[config.mk]
export PLATFORM = sky130hd
export DESIGN_NAME = port_fg_alternate_function_mux
export DESIGN_NICKNAME = d
export VERILOG_FILES = /design/src/core/port_fg_alternate_function_mux.v
export VERILOG_INCLUDE_DIRS = /design/src /design/src/core
export SDC_FILE = /design/constraint.sdc
export NUM_CORES = 1
export LEC_CHECK = 0
export BUFFER_PORTS_ARGS = -buffer_cell sky130_fd_sc_hd__clkbuf_2
export CORE_ASPECT_RATIO = 0.8
export CORE_MARGIN = 2
export CORE_UTILIZATION = 47
export DETAILED_ROUTE_END_ITERATION = 7
export PLACE_DENSITY = 0.83
export SLEW_MARGIN = 20
export SYNTH_ARGS = -nofsm -noshare
export SYNTH_HDL_FRONTEND = slang
export SYNTH_SLANG_ARGS = --single-unit
[constraint.sdc]
create_clock -name core_clk_i -period 5.95 [get_ports core_clk_i]
set_input_delay 1.19 -clock core_clk_i [delete_from_list [all_inputs] [get_ports core_clk_i]]
set_output_delay 1.19 -clock core_clk_i [all_outputs]
set_load 0.03 [all_outputs]
[src/core/port_fg_mux_defs.vh]
// constants for the port f / port g alternate function override block
`ifndef PORT_FG_MUX_DEFS_VH
`define PORT_FG_MUX_DEFS_VH
`define PORT_WIDTH      8
`define PF_TDI_BIT      7
`define PF_TDO_BIT      6
`define PF_TMS_BIT      5
`define PF_TCK_BIT      4
`define PF_JTAG_MASK    8'hf0
`define PG_CMP_B_BIT    5
`define PG_OSC_IN_BIT   4
`define PG_OSC_OUT_BIT  3
`define PG_ALE_BIT      2
`define PG_RD_BIT       1
`define PG_WR_BIT       0
`define PG_XMEM_MASK    8'h07
`define PG_OSC_MASK     8'h18
`define PG_CMP_B_MASK   8'h20
`define PORT_RESET_VAL  8'h00
`endif

[src/core/port_fg_alternate_function_mux.v]
// override logic for the alternate functions of ports f and g
//==============================================================
// Operation
// - port f bits 7..0 feed converter channels 7..0, bits 7..4 also carry the test port.
// - with the test interface on, test data in, mode select and clock get forced pull-ups, test data out none.
// - with the test interface on, port f bits 7..4 lose direction and digital input control, and bit 6 also loses value control.
// - serial data on the test data input is passed to the instruction or data scan chain.
// - the test data output drives only in the instruction or data shift state.
// - test activity is timed by the test clock on port f bit 4.
// - port f bits 3..0 get no overrides and only feed converter channels 3..0.
// - timer 0 compare b drives port g bit 5 only when its direction bit is output.
// - port g bit 5 also carries the timer 0 channel b pwm output.
// - with async select set, port g bit 4 is the crystal amplifier input.
// - with async select and external clock select both set, port g bit 3 is the inverting amplifier output.
// - port g bit 2 carries the external memory address latch enable.
// - port g bit 1 carries the read strobe and bit 0 the write strobe.
// - with external memory enabled, port g bits 2..0 are outputs without pull-up.
//==============================================================
`include "port_fg_mux_defs.vh"

module port_fg_alternate_function_mux #(
   parameter W = `PORT_WIDTH
)(
   // clock and reset
   input  wire         core_clk_i,
   input  wire         rst_i,
   // port f registers from the core
   input  wire [W-1:0] pf_port_i,
   input  wire [W-1:0] pf_ddr_i,
   input  wire [W-1:0] pf_pullup_i,
   // port f pins
   input  wire [W-1:0] pf_pin_i,
   output reg  [W-1:0] pf_pin_o,
   output reg  [W-1:0] pf_pin_oe_n_o,
   output reg  [W-1:0] pf_pullup_o,
   output reg  [W-1:0] pf_din_o,
   output wire [W-1:0] analog_channel_o,
   // test port
   input  wire         test_interface_enable_i,
   input  wire         instr_shift_state_i,
   input  wire         data_shift_state_i,
   input  wire         tdo_value_i,
   output reg          tdi_sync_o,
   output reg          tms_sync_o,
   output reg          tck_sync_o,
   // port g registers from the core
   input  wire [W-1:0] pg_port_i,
   input  wire [W-1:0] pg_ddr_i,
   input  wire [W-1:0] pg_pullup_i,
   // port g pins
   input  wire [W-1:0] pg_pin_i,
   output reg  [W-1:0] pg_pin_o,
   output reg  [W-1:0] pg_pin_oe_n_o,
   output reg  [W-1:0] pg_pullup_o,
   output reg  [W-1:0] pg_din_o,
   // timer and external memory functions
   input  wire         timer0_compare_b_out_i,
   input  wire         timer0_compare_b_enable_i,
   input  wire         timer2_async_select_i,
   input  wire         ext_clock_select_i,
   input  wire         ext_mem_enable_i,
   input  wire         ext_mem_ale_i,
   input  wire         ext_mem_rd_i,
   input  wire         ext_mem_wr_i,
   output wire         timer_osc_enable_o
);

   //==============================================================
   // pin synchronisers
   reg [W-1:0] pf_meta;
   reg [W-1:0] pf_sync;
   reg [W-1:0] pg_meta;
   reg [W-1:0] pg_sync;

   // port f pads
   always @(posedge core_clk_i or posedge rst_i)
   begin
      if (rst_i)
      begin
         pf_meta <= `PORT_RESET_VAL;
         pf_sync <= `PORT_RESET_VAL;
      end
      else
      begin
         pf_meta <= pf_pin_i;
         pf_sync <= pf_meta;
      end
   end

   // port g pads
   always @(posedge core_clk_i or posedge rst_i)
   begin
      if (rst_i)
      begin
         pg_meta <= `PORT_RESET_VAL;
         pg_sync <= `PORT_RESET_VAL;
      end
      else
      begin
         pg_meta <= pg_pin_i;
         pg_sync <= pg_meta;
      end
   end

   // analog path is direct from the pad
   assign analog_channel_o = pf_pin_i;

   //==============================================================
   // override signal sets, one vector per kind and port
   // port f sets
   reg  [W-1:0] f_pu_en;
   reg  [W-1:0] f_pu_val;
   reg  [W-1:0] f_dir_en;
   reg  [W-1:0] f_dir_val;
   reg  [W-1:0] f_out_en;
   reg  [W-1:0] f_out_val;
   reg  [W-1:0] f_in_en;
   reg  [W-1:0] f_in_val;

   // port g sets
   reg  [W-1:0] g_pu_en;
   reg  [W-1:0] g_pu_val;
   reg  [W-1:0] g_dir_en;
   reg  [W-1:0] g_dir_val;
   reg  [W-1:0] g_out_en;
   reg  [W-1:0] g_out_val;
   reg  [W-1:0] g_in_en;
   reg  [W-1:0] g_in_val;
   wire         jt  = test_interface_enable_i;
   wire         sh  = instr_shift_state_i | data_shift_state_i;
   wire         osc = timer2_async_select_i;
   wire         xo  = timer2_async_select_i & ext_clock_select_i;
   wire         xm  = ext_mem_enable_i;

   assign timer_osc_enable_o = osc;

   //==============================================================
   // port f: test port on bits 7..4, nothing on 3..0
   always @*
   begin
      f_pu_en   = `PORT_RESET_VAL;
      f_pu_val  = `PORT_RESET_VAL;
      f_dir_en  = `PORT_RESET_VAL;
      f_dir_val = `PORT_RESET_VAL;
      f_out_en  = `PORT_RESET_VAL;
      f_out_val = `PORT_RESET_VAL;
      f_in_en   = `PORT_RESET_VAL;
      f_in_val  = `PORT_RESET_VAL;

      // test data input
      f_pu_en[`PF_TDI_BIT]  = jt;
      f_pu_val[`PF_TDI_BIT] = 1'b1;
      f_dir_en[`PF_TDI_BIT] = jt;
      f_in_en[`PF_TDI_BIT]  = jt;

      // test data output, no pull-up
      f_pu_en[`PF_TDO_BIT]   = jt;
      f_dir_en[`PF_TDO_BIT]  = jt;
      f_dir_val[`PF_TDO_BIT] = sh;
      f_out_en[`PF_TDO_BIT]  = jt;
      f_out_val[`PF_TDO_BIT] = tdo_value_i;
      f_in_en[`PF_TDO_BIT]   = jt;

      // test mode select
      f_pu_en[`PF_TMS_BIT]  = jt;
      f_pu_val[`PF_TMS_BIT] = 1'b1;
      f_dir_en[`PF_TMS_BIT] = jt;
      f_in_en[`PF_TMS_BIT]  = jt;

      // test clock
      f_pu_en[`PF_TCK_BIT]  = jt;
      f_pu_val[`PF_TCK_BIT] = 1'b1;
      f_dir_en[`PF_TCK_BIT] = jt;
      f_in_en[`PF_TCK_BIT]  = jt;
   end

   //==============================================================
   // port g: compare output, crystal pins, memory strobes
   always @*
   begin
      g_pu_en   = `PORT_RESET_VAL;
      g_pu_val  = `PORT_RESET_VAL;
      g_dir_en  = `PORT_RESET_VAL;
      g_dir_val = `PORT_RESET_VAL;
      g_out_en  = `PORT_RESET_VAL;
      g_out_val = `PORT_RESET_VAL;
      g_in_en   = `PORT_RESET_VAL;
      g_in_val  = `PORT_RESET_VAL;

      // compare b output, direction stays with the core
      g_out_en[`PG_CMP_B_BIT]  = timer0_compare_b_enable_i;
      g_out_val[`PG_CMP_B_BIT] = timer0_compare_b_out_i;

      // crystal amplifier input
      g_pu_en[`PG_OSC_IN_BIT]  = osc;
      g_dir_en[`PG_OSC_IN_BIT] = osc;
      g_in_en[`PG_OSC_IN_BIT]  = osc;
      g_in_val[`PG_OSC_IN_BIT] = ext_clock_select_i;

      // crystal amplifier output
      g_pu_en[`PG_OSC_OUT_BIT]  = xo;
      g_dir_en[`PG_OSC_OUT_BIT] = xo;
      g_in_en[`PG_OSC_OUT_BIT]  = xo;

      // address latch enable
      g_pu_en[`PG_ALE_BIT]   = xm;
      g_dir_en[`PG_ALE_BIT]  = xm;
      g_dir_val[`PG_ALE_BIT] = 1'b1;
      g_out_en[`PG_ALE_BIT]  = xm;
      g_out_val[`PG_ALE_BIT] = ext_mem_ale_i;

      // read strobe
      g_pu_en[`PG_RD_BIT]   = xm;
      g_dir_en[`PG_RD_BIT]  = xm;
      g_dir_val[`PG_RD_BIT] = 1'b1;
      g_out_en[`PG_RD_BIT]  = xm;
      g_out_val[`PG_RD_BIT] = ext_mem_rd_i;

      // write strobe
      g_pu_en[`PG_WR_BIT]   = xm;
      g_dir_en[`PG_WR_BIT]  = xm;
      g_dir_val[`PG_WR_BIT] = 1'b1;
      g_out_en[`PG_WR_BIT]  = xm;
      g_out_val[`PG_WR_BIT] = ext_mem_wr_i;
   end

   //==============================================================
   // per-pin selection, registered
   genvar i;
   generate
      for (i = 0; i < W; i = i + 1)
      begin : g_pin
         // port f picks
         wire f_dir = f_dir_en[i] ? f_dir_val[i] : pf_ddr_i[i];
         wire f_val = f_out_en[i] ? f_out_val[i] : pf_port_i[i];
         wire f_pu  = f_pu_en[i] ? f_pu_val[i] : (pf_pullup_i[i] & ~pf_ddr_i[i]);
         wire f_die = f_in_en[i] ? f_in_val[i] : 1'b1;
         // port g picks
         wire g_dir = g_dir_en[i] ? g_dir_val[i] : pg_ddr_i[i];
         wire g_val = g_out_en[i] ? g_out_val[i] : pg_port_i[i];
         wire g_pu  = g_pu_en[i] ? g_pu_val[i] : (pg_pullup_i[i] & ~pg_ddr_i[i]);
         wire g_die = g_in_en[i] ? g_in_val[i] : 1'b1;

         // port f drive and digital input
         always @(posedge core_clk_i or posedge rst_i)
         begin
            if (rst_i)
            begin
               pf_pin_o[i]      <= 1'b0;
               pf_pin_oe_n_o[i] <= 1'b1;
               pf_din_o[i]      <= 1'b0;
            end
            else
            begin
               pf_pin_o[i]      <= f_val;
               pf_pin_oe_n_o[i] <= ~f_dir;
               pf_din_o[i]      <= pf_sync[i] & f_die;
            end
         end

         // port f pull-ups ignore reset so test pins keep theirs
         always @(posedge core_clk_i)
         begin
            pf_pullup_o[i] <= f_pu;
         end

         // port g drive, pull-up and digital input
         always @(posedge core_clk_i or posedge rst_i)
         begin
            if (rst_i)
            begin
               pg_pin_o[i]      <= 1'b0;
               pg_pin_oe_n_o[i] <= 1'b1;
               pg_pullup_o[i]   <= 1'b0;
               pg_din_o[i]      <= 1'b0;
            end
            else
            begin
               pg_pin_o[i]      <= g_val;
               pg_pin_oe_n_o[i] <= ~g_dir;
               pg_pullup_o[i]   <= g_pu;
               pg_din_o[i]      <= pg_sync[i] & g_die;
            end
         end
      end
   endgenerate

   //==============================================================
   // test signals to the tap, sampled from synchronised pads
   always @(posedge core_clk_i or posedge rst_i)
   begin
      if (rst_i)
      begin
         tdi_sync_o <= 1'b0;
         tms_sync_o <= 1'b0;
         tck_sync_o <= 1'b0;
      end
      else
      begin
         tdi_sync_o <= jt & pf_sync[`PF_TDI_BIT];
         tms_sync_o <= jt & pf_sync[`PF_TMS_BIT];
         tck_sync_o <= jt & pf_sync[`PF_TCK_BIT];
      end
   end

endmodule // port_fg_alternate_function_mux

==> results.md, run 1 <==
- Die Ht: 73.90 µm
- Met3 GRT Util: 0.08205
- Die area: 6752 µm²
- Initial core utilization: 0.4855
- GRT met2 Usage: 0.2856
- Largest net degree at the start of global routing: 52
- CTS resizes: 0
- Setup_tns: 0 ps
- Setup Buffers After CTS: 0
- Reg clk slew, reported paths: 90 ps
- Largest area contributor in the netlist: dfrtp_1
- Critical path data arrival time: 1530 ps
- Flop pwr share: 0.578
- Final setup violation count: 0
- Number of buffers created by CTS: 9
- Hold_buf cts: 0
- Leakage: 0.002060 µW
- Net Sw Frac: 0.2585
- Clk_skew: 8.978 ps
- Syn. warnings: 0
- Peak supply drop: 194.4 µV
- Req. time, crit path: 4760 ps
- Final Cycle Share: 0.4569
- Vias in the first global route: 1,656
- Top Family by Delay on Critical Path: buffers and inverters
- Drt drc: 0
- Clock power frac: 0.310
- DR WL/cell: 12.70 µm
- Max-slew violations: 0
- Hold crit path type: reg -> reg
- Final Hold Viols: 0
- Worst skew pair latency: 350 ps
- Die W: 91.37 µm
- Initial DRC Count: 35
- Max cap viols: 0
- Layout cell share with drive strength beyond 1: 0.5963
- CP startpoint kind: input pin
- Syn nets: 240
- CP bufs+invs: 2
- Crit end category: primary output
- Register area share after synthesis: 0.8561
- Top cell by count, worst path: clkbuf_2
- Core ar.: 5912 µm²
- Layer with the highest usage: met2
- DR vias: 1,687
- # diodes: 0
- Detail Placement HPWL: 3.921 mm
- PD cells: 323.9 nW/µm²
- Total GRT Usage: 0.1626
- CTS tree: yes
- Setup ws final: 3231 ps
- Worst Tran Pin Value: 642.9 ps
- H-tree Lvls: 3
- Slowest stage delay, CP: 210 ps
- Flop and latch count out of synthesis: 99
- Initial DRT Pass Iterations: 3
- Total Wirelength: 5.120 mm
- Slew HR: 0.5709
- Slowest CP cell: clkbuf_2
- Mapped Area: 2870 µm²
- I/O Buffers: 153
- Maximum clock frequency: 0.3678 GHz
- Pint: 925.0 µW
- Antenna violations before repair: 0
- Cell chosen for the clock root: clkbuf_8
- Multi-input gate area: 289.0 µm²
- Psw: 322.5 µW
- Total gr overflow: 0
- Antenna Nets Post-Route: 0
- Commonest cells after routing, fill and taps aside: clkbuf_2 (153), dfrtp_1 (75), dfstp_2 (16)
- Clk buf depth: 2
- Site Rows: 25
- Nets: 395
- Via density: 4.186
- First-pass GRT wire length: 7.859 mm
- Yosys top cell area share: 0.6539
- Worst path cell trace: clkbuf_2 -> clkbuf_2
- Post-Synthesis Cells: 162
- Power share of the combinational group: 0.113
- Commonest non-fill, non-tap cell in the layout: clkbuf_2
- Synth unique cells: 19
- Setup WS pre-CTS: 3236 ps
- Seq. cell area: 2457 µm²
- Area growth from synthesis to layout: 34.18%
- Clock sink count: 99
- Gpl congestion: 0.6758
- Io pins: 154
- Filler cells: 457
- Top post-synthesis cells by area: dfrtp_1 (65%), dfstp_2 (15%), dfxtp_1 (5.6%), buf_4 (2.4%), mux2_2 (2.0%)
- CP Class: in -> out
- Syn avg cell area: 17.72 µm²
- Critical path fanouts, max: 5
- Outcome: finished, final reports clean
- RSZ-0062 raised after global routing: false
- GR Layer Usage met1: 0.1684
- Post-layout min period: 2719 ps
-- per-stage QoR --
step                utilization  hold WS, ps  total power (µW)  instances  area, µm²
global placement         0.6203        331.4             872.1        387       3667
finish                   0.6514        341.1              1248        403       3851
detailed placement       0.6203        334.7             877.8        387       3667
floorplan                     -        331.2             818.8        162       2870
CTS                      0.6514        346.3              1270        403       3851
global route             0.6514        360.9              1307        403       3851
-- cell families after synthesis --
family                 count (synthesis)  synth area share
muxes                                  5           0.01961
buffers and inverters                 22           0.04315
and+or+nand+nor                       31           0.06844
AOI/OAI and AO/OA                      5           0.01264
DFF                                   99            0.8561
-- cell usage after synthesis --
cell type,count
dfrtp_1,75
dfstp_2,16
inv_1,12
buf_4,9
dfxtp_1,8
and2_1,7
nor2b_1,7
mux2_2,5
nand2b_1,5
and2b_1,4
a21o_1,3
nor2_1,3
nand2_1,2
a21boi_0,1
and3b_1,1
buf_6,1
nor3b_1,1
nor3b_2,1
o22ai_1,1
-- power groups by stage --
stage / clock network, µW / registers, µW / logic, µW
floorplan: 0 / 784 / 34.4
global placement: 0 / 732 / 140
detailed placement: 0 / 734 / 143
CTS: 405 / 721 / 144
global route: 431 / 725 / 151
finish: 386 / 721 / 141
-- layout make-up --
cell class / instances / share of cell area
Sequential cell: 99 / 0.6381
Timing Repair Buffer: 154 / 0.2008
Multi-Input combinational cell: 41 / 0.07505
Clock buffer: 11 / 0.03671
Tap cell: 81 / 0.02632
Inverter: 12 / 0.01202
Clock inverter: 5 / 0.01105
-- worst paths after layout --
path                                            start                 end  slack [ps]  cells after the start
max in group asynchronous                       rst_i          pf_meta[1]        4040                      3
worst max register to register             pf_sync[4]          tck_sync_o        5310                      1
worst max-delay path            timer2_async_select_i  timer_osc_enable_o        3230                      2
worst min register to register             pf_meta[1]          pf_sync[1]         340                      0
min in group asynchronous                       rst_i      pg_pullup_o[0]         880                      2
worst min-delay path                       pf_meta[1]          pf_sync[1]         340                      0
-- flip-flops by register name, indices dropped and copies added (netlist names), 8 cells and up --
signal	cells
pg_pullup_o	8
pf_pin_o	8
pf_din_o	8
pg_pin_o	8
pg_sync	8
pf_pullup_o	8
pf_sync	8
pg_meta	8
pf_meta	8
pg_pin_oe_n_o	8
pg_din_o	8
pf_pin_oe_n_o	8
-- metal layers --
layer  part of all wire  up-vias
li1                   -      795
met1               0.37      788
met2               0.52       96
met3               0.10        8
met4             0.0092        0
met5                  0        -
Note: power is estimated with default switching activity, not from simulation.
==> inputs of run 2 (changes only) <==
- ABC_AREA: default -> 1
- CORE_UTILIZATION: 47 -> 39
- PLACE_DENSITY: 0.83 -> 0.74
- clock period: 5.95 -> 2.2 ns (I/O delays scaled with it)
==> run 2 against run 1 <==
Combinational power rose to 2.7 times the previous value; hold slack got worse by 150 ps; clock-buffer cell count fell by 2; clock power rose to 3.0 times the previous value; critical path depth fell by 1; global-route usage fell by 3.2 points; first-iteration DRC count rose by 31%; cell area rose by 2.0%; non-clock buffer count did not move; sequential share of layout area fell by 1.3 points; die area rose by 21%; highest routed layer unchanged.
==> results.md, run 2 <==
- Outcome: finished, final reports clean
- CTS tree: yes
- Final setup violation count: 0 (unchanged)
- Register area share after synthesis: 0.8440 (-0.01214)
- Slew HR: 0.6940 (+0.1231)
- Top post-synthesis cells by area: dfrtp_1 (64%), dfstp_2 (14%), dfxtp_1 (5.5%), inv_1 (4.1%), nand2_1 (2.6%)
- Max-slew violations: 0 (unchanged)
- Vias in the first global route: 1,772 (+7.0%)
- Post-Synthesis Cells: 194 (+20%)
- Die Ht: 81.28 µm (+10%)
- Asr flop ratio synth: 0.9192 (unchanged)
- Main combinational cell family by area after synthesis: buffers and inverters
- Hold crit path type: in -> async
- Initial core utilization: 0.3976 (-0.08786)
- Mux cell area share after synthesis: 0 (-0.01962)
- Syn. warnings: 0 (unchanged)
- Adder-cell share of the synthesized area: 0 (unchanged)
- Clk_skew: 9.618 ps (+0.6398 ps)
- Largest net degree at the start of global routing: 92 (+77%)
- Post-synth top flop: dfrtp_1
- Synth unique cells: 13 (-6)
- Crit end category: primary output
- Critical path data arrival time: 1080 ps (-450 ps)
- Site Rows: 28 (+12%)
- Final Hold Viols: 0 (unchanged)
- Worst Tran Pin Value: 459.0 ps (-183.9 ps)
- DR vias: 1,829 (+8.4%)
- Reg clk slew, reported paths: 100 ps (about the same)
- Layout cell share with drive strength beyond 1: 0.5411 (-0.05520)
- Drt drc: 0 (unchanged)
- CP bufs+invs: 1 (-1)
- Most common cell in the netlist: dfrtp_1
- Commonest cells after routing, fill and taps aside: clkbuf_2 (153), dfrtp_1 (75), inv_1 (31)
- CTS resizes: 0 (unchanged)
- Slowest CP cell: dfstp_2
- Worst skew pair latency: 350 ps (about the same)
- Final Cycle Share: 0.6895
- PD cells: 890.2 nW/µm² (+170%)
- Slowest stage delay, CP: 530 ps (+320 ps)
- First-pass GRT wire length: 7.900 mm (+0.52%)
- Max cap viols: 0 (unchanged)
- Gpl congestion: 0.7062 (+4.5%)
- Commonest non-fill, non-tap cell in the layout: clkbuf_2
- Yosys top cell area share: 0.6446 (-0.009273)
- Clk buf depth: 2 (unchanged)
- Post-layout min period: 1517 ps
- Final Util: 0.5366 (-0.1149)
- Via density: 4.129 (-1.4%)
- Die area: 8177 µm² (+21%)
- Setup Buffers After CTS: 0 (unchanged)
- Setup_tns: 0 ps (unchanged)
- Maximum clock frequency: 0.6592 GHz
- Peak supply drop: 411.7 µV (+110%)
- Clock sink count: 99 (unchanged)
- Flop and latch count out of synthesis: 99 (unchanged)
- Syn nets: 272 (+13%)
- Total Wirelength: 5.153 mm (+0.64%)
- Req. time, crit path: 1760 ps (-3000 ps)
- Io pins: 154 (unchanged)
- Antenna violations before repair: 0 (unchanged)
- Cell chosen for the clock root: clkbuf_8
- RSZ-0062 raised after global routing: false
- Synth top cells by count: dfrtp_1 (75), inv_1 (32), nand2_1 (20)
- Mapped Area: 2912 µm² (+1.4%)
- H-tree Lvls: 3 (unchanged)
- Largest area contributor in the netlist: dfrtp_1
- Area growth from synthesis to layout: 34.94%
- Worst path cell trace: clkbuf_2
- # diodes: 0 (unchanged)
- Top Family by Delay on Critical Path: flip-flops
- Leakage: 0.002175 µW (+5.6%)
- EDFF count, synth: 0 (unchanged)
- Antenna Nets Post-Route: 0 (unchanged)
- Die W: 100.6 µm (+10%)
- Core ar.: 7322 µm² (+24%)
- Syn avg cell area: 15.01 µm² (-15%)
- Initial DRT Pass Iterations: 4 (+1)
- Total gr overflow: 0 (unchanged)
- Hold_buf cts: 0 (unchanged)
- Simple-gate share of the synthesized area: 0.07177 (+0.003327)
- Post-synthesis xor/xnor area fraction: 0 (unchanged)
- Number of buffers created by CTS: 9 (unchanged)
- Total GRT Usage: 0.1302 (-0.03243)
- CP Class: reg -> out
- DR WL/cell: 11.63 µm (-8.4%)
- Stages on the worst setup path: 1 (-1)
- Detail Placement HPWL: 3.879 mm (-1.1%)
- I/O Buffers: 153 (unchanged)
- Initial DRC Count: 46 (+31%)
- Critical path fanouts, max: 1 (-4)
- CP startpoint kind: flop
- Compound-gate portion of the synthesized area: 0.01203 (-0.0006090)
- Nets: 426 (+7.8%)
- Reg2reg path depth: 1 (unchanged)
run 2: per-layer routing:
metal	GRT usage	share of wire	vias to the layer above
met3	0.04991	0.082	8
met4	0.06164	0.017	0
li1	-	-	870
met5	0	0	-
met1	0.1427	0.36	865
met2	0.2247	0.54	86
run 2: cell type report:
class	count	area, µm²
fill	639	3393
sequential	99	2457
timing repair buffer	154	785.8
multi-input combinational	52	244.0
clock buffer	9	123.9
inverter	32	123.9
tap	90	112.6
clock inverter	7	81.33
run 2: where the power goes:
group | leakage, µW | total [µW] | internal [µW] | switching (µW)
Clock | 0.000107 | 1160 | 546 | 618
Sequential | 0.00113 | 1950 | 1920 | 26.4
Combinational | 0.000935 | 385 | 118 | 266
Total | 0.00217 | 3500 | 2590 | 910
run 2: worst paths after layout:
check	startpoint	end	slack, ps
setup / recovery	pf_pin_oe_n_o[1]	pf_pin_oe_n_o[1]	680
hold / removal	rst_i	pg_sync[5]	190
setup reg to reg	pg_sync[3]	pg_din_o[3]	1590
hold reg to reg	pf_sync[1]	pf_din_o[1]	350
max in group asynchronous	rst_i	pg_pin_oe_n_o[3]	1610
min in group core_clk_i	pg_port_i[6]	pg_pin_o[6]	190
run 2: cell families (layout without fill, tap and decap cells):
logic type | count (synthesis) | in the layout
flops | 99 | 99
simple gates | 45 | 45
buf+inv | 43 | 202
compound gates | 7 | 7
run 2: per-stage QoR:
| stage | worst slack, ps | hold slack (ps) | instance area, µm² | total power [µW] | instances |
|---|---|---|---|---|---|
| after floorplan | 709.3 | 331.2 | 2915 | 2219 | 194 |
| after global placement | 1023 | 332.0 | 3724 | 2367 | 427 |
| after detailed placement | 1010 | 334.7 | 3724 | 2379 | 427 |
| after CTS | 655.1 | 163.4 | 3929 | 3559 | 443 |
| after global routing | 630.7 | 152.5 | 3929 | 3668 | 443 |
| final | 683.0 | 187.8 | 3929 | 3497 | 443 |
==> inputs of run 3 (changes only) <==
- ABC_AREA: 1 -> 0
- clock period: 2.2 -> 1.24 ns (I/O delays scaled with it)
==> run 3 against run 2 <==
The flow now finishes with violations (setup timing); first-iteration DRC count is 15% lower; sequential cell count unchanged; setup slack lost 710 ps; register-to-register slack worse by 990 ps; cell area up 12%; critical endpoint is now pg_pin_oe_n_o[2].
==> results.md, run 3 (synthesized netlist as in run 1, its figures left out) <==
- Outcome: complete, but fails checks
- Failing checks: setup timing
- Slowest stage delay, CP: 550 ps (+20 ps)
- Via density: 4.226 (+2.4%)
- Total Wirelength: 5.714 mm (+11%)
- Req. time, crit path: 990 ps (-770 ps)
- Detail Placement HPWL: 3.918 mm (+0.99%)
- Largest net degree at the start of global routing: 43 (-53%)
- Multi-input gate area: 289.0 µm² (+18%)
- CP bufs+invs: 1 (unchanged)
- Top Family by Delay on Critical Path: flip-flops
- Seq. cell area: 2457 µm² (unchanged)
- Critical path data arrival time: 1020 ps (-60 ps)
- Vias in the first global route: 1,998 (+13%)
- Peak supply drop: 1043 µV (+150%)
- Cell chosen for the clock root: clkbuf_8
- Layout cell share with drive strength beyond 1: 0.5465 (+0.005402)
- Worst Tran Pin Value: 273.6 ps (-185.5 ps)
- Worst skew pair latency: 350 ps (about the same)
- RSZ-0062 raised after global routing: true
- H-tree Lvls: 3 (unchanged)
- Nets: 428 (+0.47%)
- Max-slew violations: 0 (unchanged)
- Setup Buffers After CTS: 0 (unchanged)
- Slew HR: 0.8172 (+0.1233)
- Clk_skew: 9.453 ps (-0.1641 ps)
- Final Hold Viols: 0 (unchanged)
- Final setup violation count: 16 (+16)
- Commonest cells after routing, fill and taps aside: clkbuf_2 (137), dfrtp_1 (75), dlygate4sd3_1 (31)
- R2R Path End: tdi_sync_o
- Setup WS pre-CTS: 229.2 ps (-780.5 ps)
- Site Rows: 27 (-3.6%)
- R2r setup slk: 600 ps (-990 ps)
- Reg2reg path depth: 1 (unchanged)
- Area growth from synthesis to layout: 53.49%
- Antenna Nets Post-Route: 0 (unchanged)
- Commonest non-fill, non-tap cell in the layout: clkbuf_2
- Reg clk slew, reported paths: 90 ps (about the same)
- Crit end category: primary output
- Final Cycle Share: 1.025
- Initial DRC Count: 39 (-15%)
- CP Class: reg -> out
- Die W: 99.92 µm (-0.68%)
- Maximum clock frequency: 0.7865 GHz
- CP startpoint kind: flop
- Critical path fanouts, max: 1 (unchanged)
- Initial DRT Pass Iterations: 4 (unchanged)
- Setup_tns: -252.2 ps (-252.2 ps)
- Worst path cell trace: buf_8
- Drt drc: 0 (unchanged)
- Leakage: 0.002273 µW (+4.5%)
- Filler cells: 535 (-16%)
- Area post-placement: 3717 µm² (-0.17%)
- Total gr overflow: 0 (unchanged)
- Clk buf depth: 2 (unchanged)
- WHS Path Cells: 2
- CTS tree: yes
- Hold Path End: pg_pin_oe_n_o[7]
- Worst r2r src: pf_sync[7]
- Clock sink count: 99 (unchanged)
- Antenna violations before repair: 0 (unchanged)
- Post-route insts no fill: 442 (-0.23%)
- Slowest CP cell: dfstp_2
- DR WL/cell: 12.93 µm (+11%)
- Final Util: 0.6300 (+0.09342)
- Total GRT Usage: 0.1504 (+0.02023)
- Io pins: 154 (unchanged)
- Number of buffers created by CTS: 9 (unchanged)
- Die area: 8066 µm² (-1.4%)
- Initial core utilization: 0.4104 (+0.01281)
- Die Ht: 80.73 µm (-0.68%)
- Hold Startpoint: pg_ddr_i[7]
- Gpl congestion: 0.6702 (-5.1%)
- I/O Buffers: 153 (unchanged)
- First-pass GRT wire length: 8.970 mm (+14%)
- PD cells: 1467 nW/µm² (+65%)
- Max cap viols: 0 (unchanged)
- Inst Count DP: 395 (-7.5%)
- Core ar.: 6993 µm² (-4.5%)
- Post-layout min period: 1272 ps
- # diodes: 0 (unchanged)
- Hold crit path type: in -> reg
- Finished layout cell area: 4405 µm² (+12%)
- Setup ws final: -31.52 ps (-714.6 ps)
- DR vias: 1,868 (+2.1%)
==> run 3: cell types whose count changed in the layout (fill, tap and decap cells not counted), sizes merged, moves of 6 or more <==
cell         delta
and2            +6
buf            +18
clkbuf         -15
dlygate4sd3    +31
inv            -23
nand2          -18
nor2           -16
nor2b           +7
o21ai           -7
==> run 3: final cells by class <==
type | instances | share of cell area
clock buffer | 10 | 0.02897
clock inverter | 6 | 0.02045
inverter | 12 | 0.01108
multi-input combinational | 41 | 0.06561
sequential | 99 | 0.5578
tap | 87 | 0.02471
timing repair buffer | 187 | 0.2914
==> run 3: stage by stage <==
stage                     total power, µW  hold slack (ps)
after CTS                            6531            1.266
after global routing                 6754            4.294
after floorplan                      3930            274.2
after global placement               4200            201.9
after detailed placement             4223            214.9
final                                6464            26.72
==> run 3: per-layer routing <==
| metal | GRT usage | share of wire | vias to the layer above |
|---|---|---|---|
| li1 | - | - | 861 |
| met4 | 0.07260 | 0.016 | 0 |
| met5 | 0 | 0 | - |
| met3 | 0.05766 | 0.093 | 11 |
| met1 | 0.1543 | 0.35 | 897 |
| met2 | 0.2730 | 0.55 | 99 |
==> run 3: repair_timing <==
item	in CTS	in global routing
gates cloned	0	0
endpoints found under the hold margin	35	2
hold buffers	29	2
gates resized for setup	32	16
setup endpoints to repair	16	16
==> run 3: power breakdown <==
part | internal (µW) | leakage, µW | switching (µW)
combinational | 349 | 0.00104 | 476
sequential | 3410 | 0.00113 | 57.0
clock | 1140 | 0.000107 | 1030
==> run 3: worst max-delay path by stage <==
| stage | from | end | cells past startpoint |
|---|---|---|---|
| floorplan | rst_i | pf_din_o[0] | 1 |
| global placement | test_interface_enable_i | pf_pin_o[6] | 2 |
| detailed placement | test_interface_enable_i | pf_pin_o[6] | 2 |
| CTS | pg_pin_oe_n_o[2] | pg_pin_oe_n_o[2] | 1 |
| global route | pf_pin_oe_n_o[3] | pf_pin_oe_n_o[3] | 1 |
| finish | pg_pin_oe_n_o[2] | pg_pin_oe_n_o[2] | 1 |
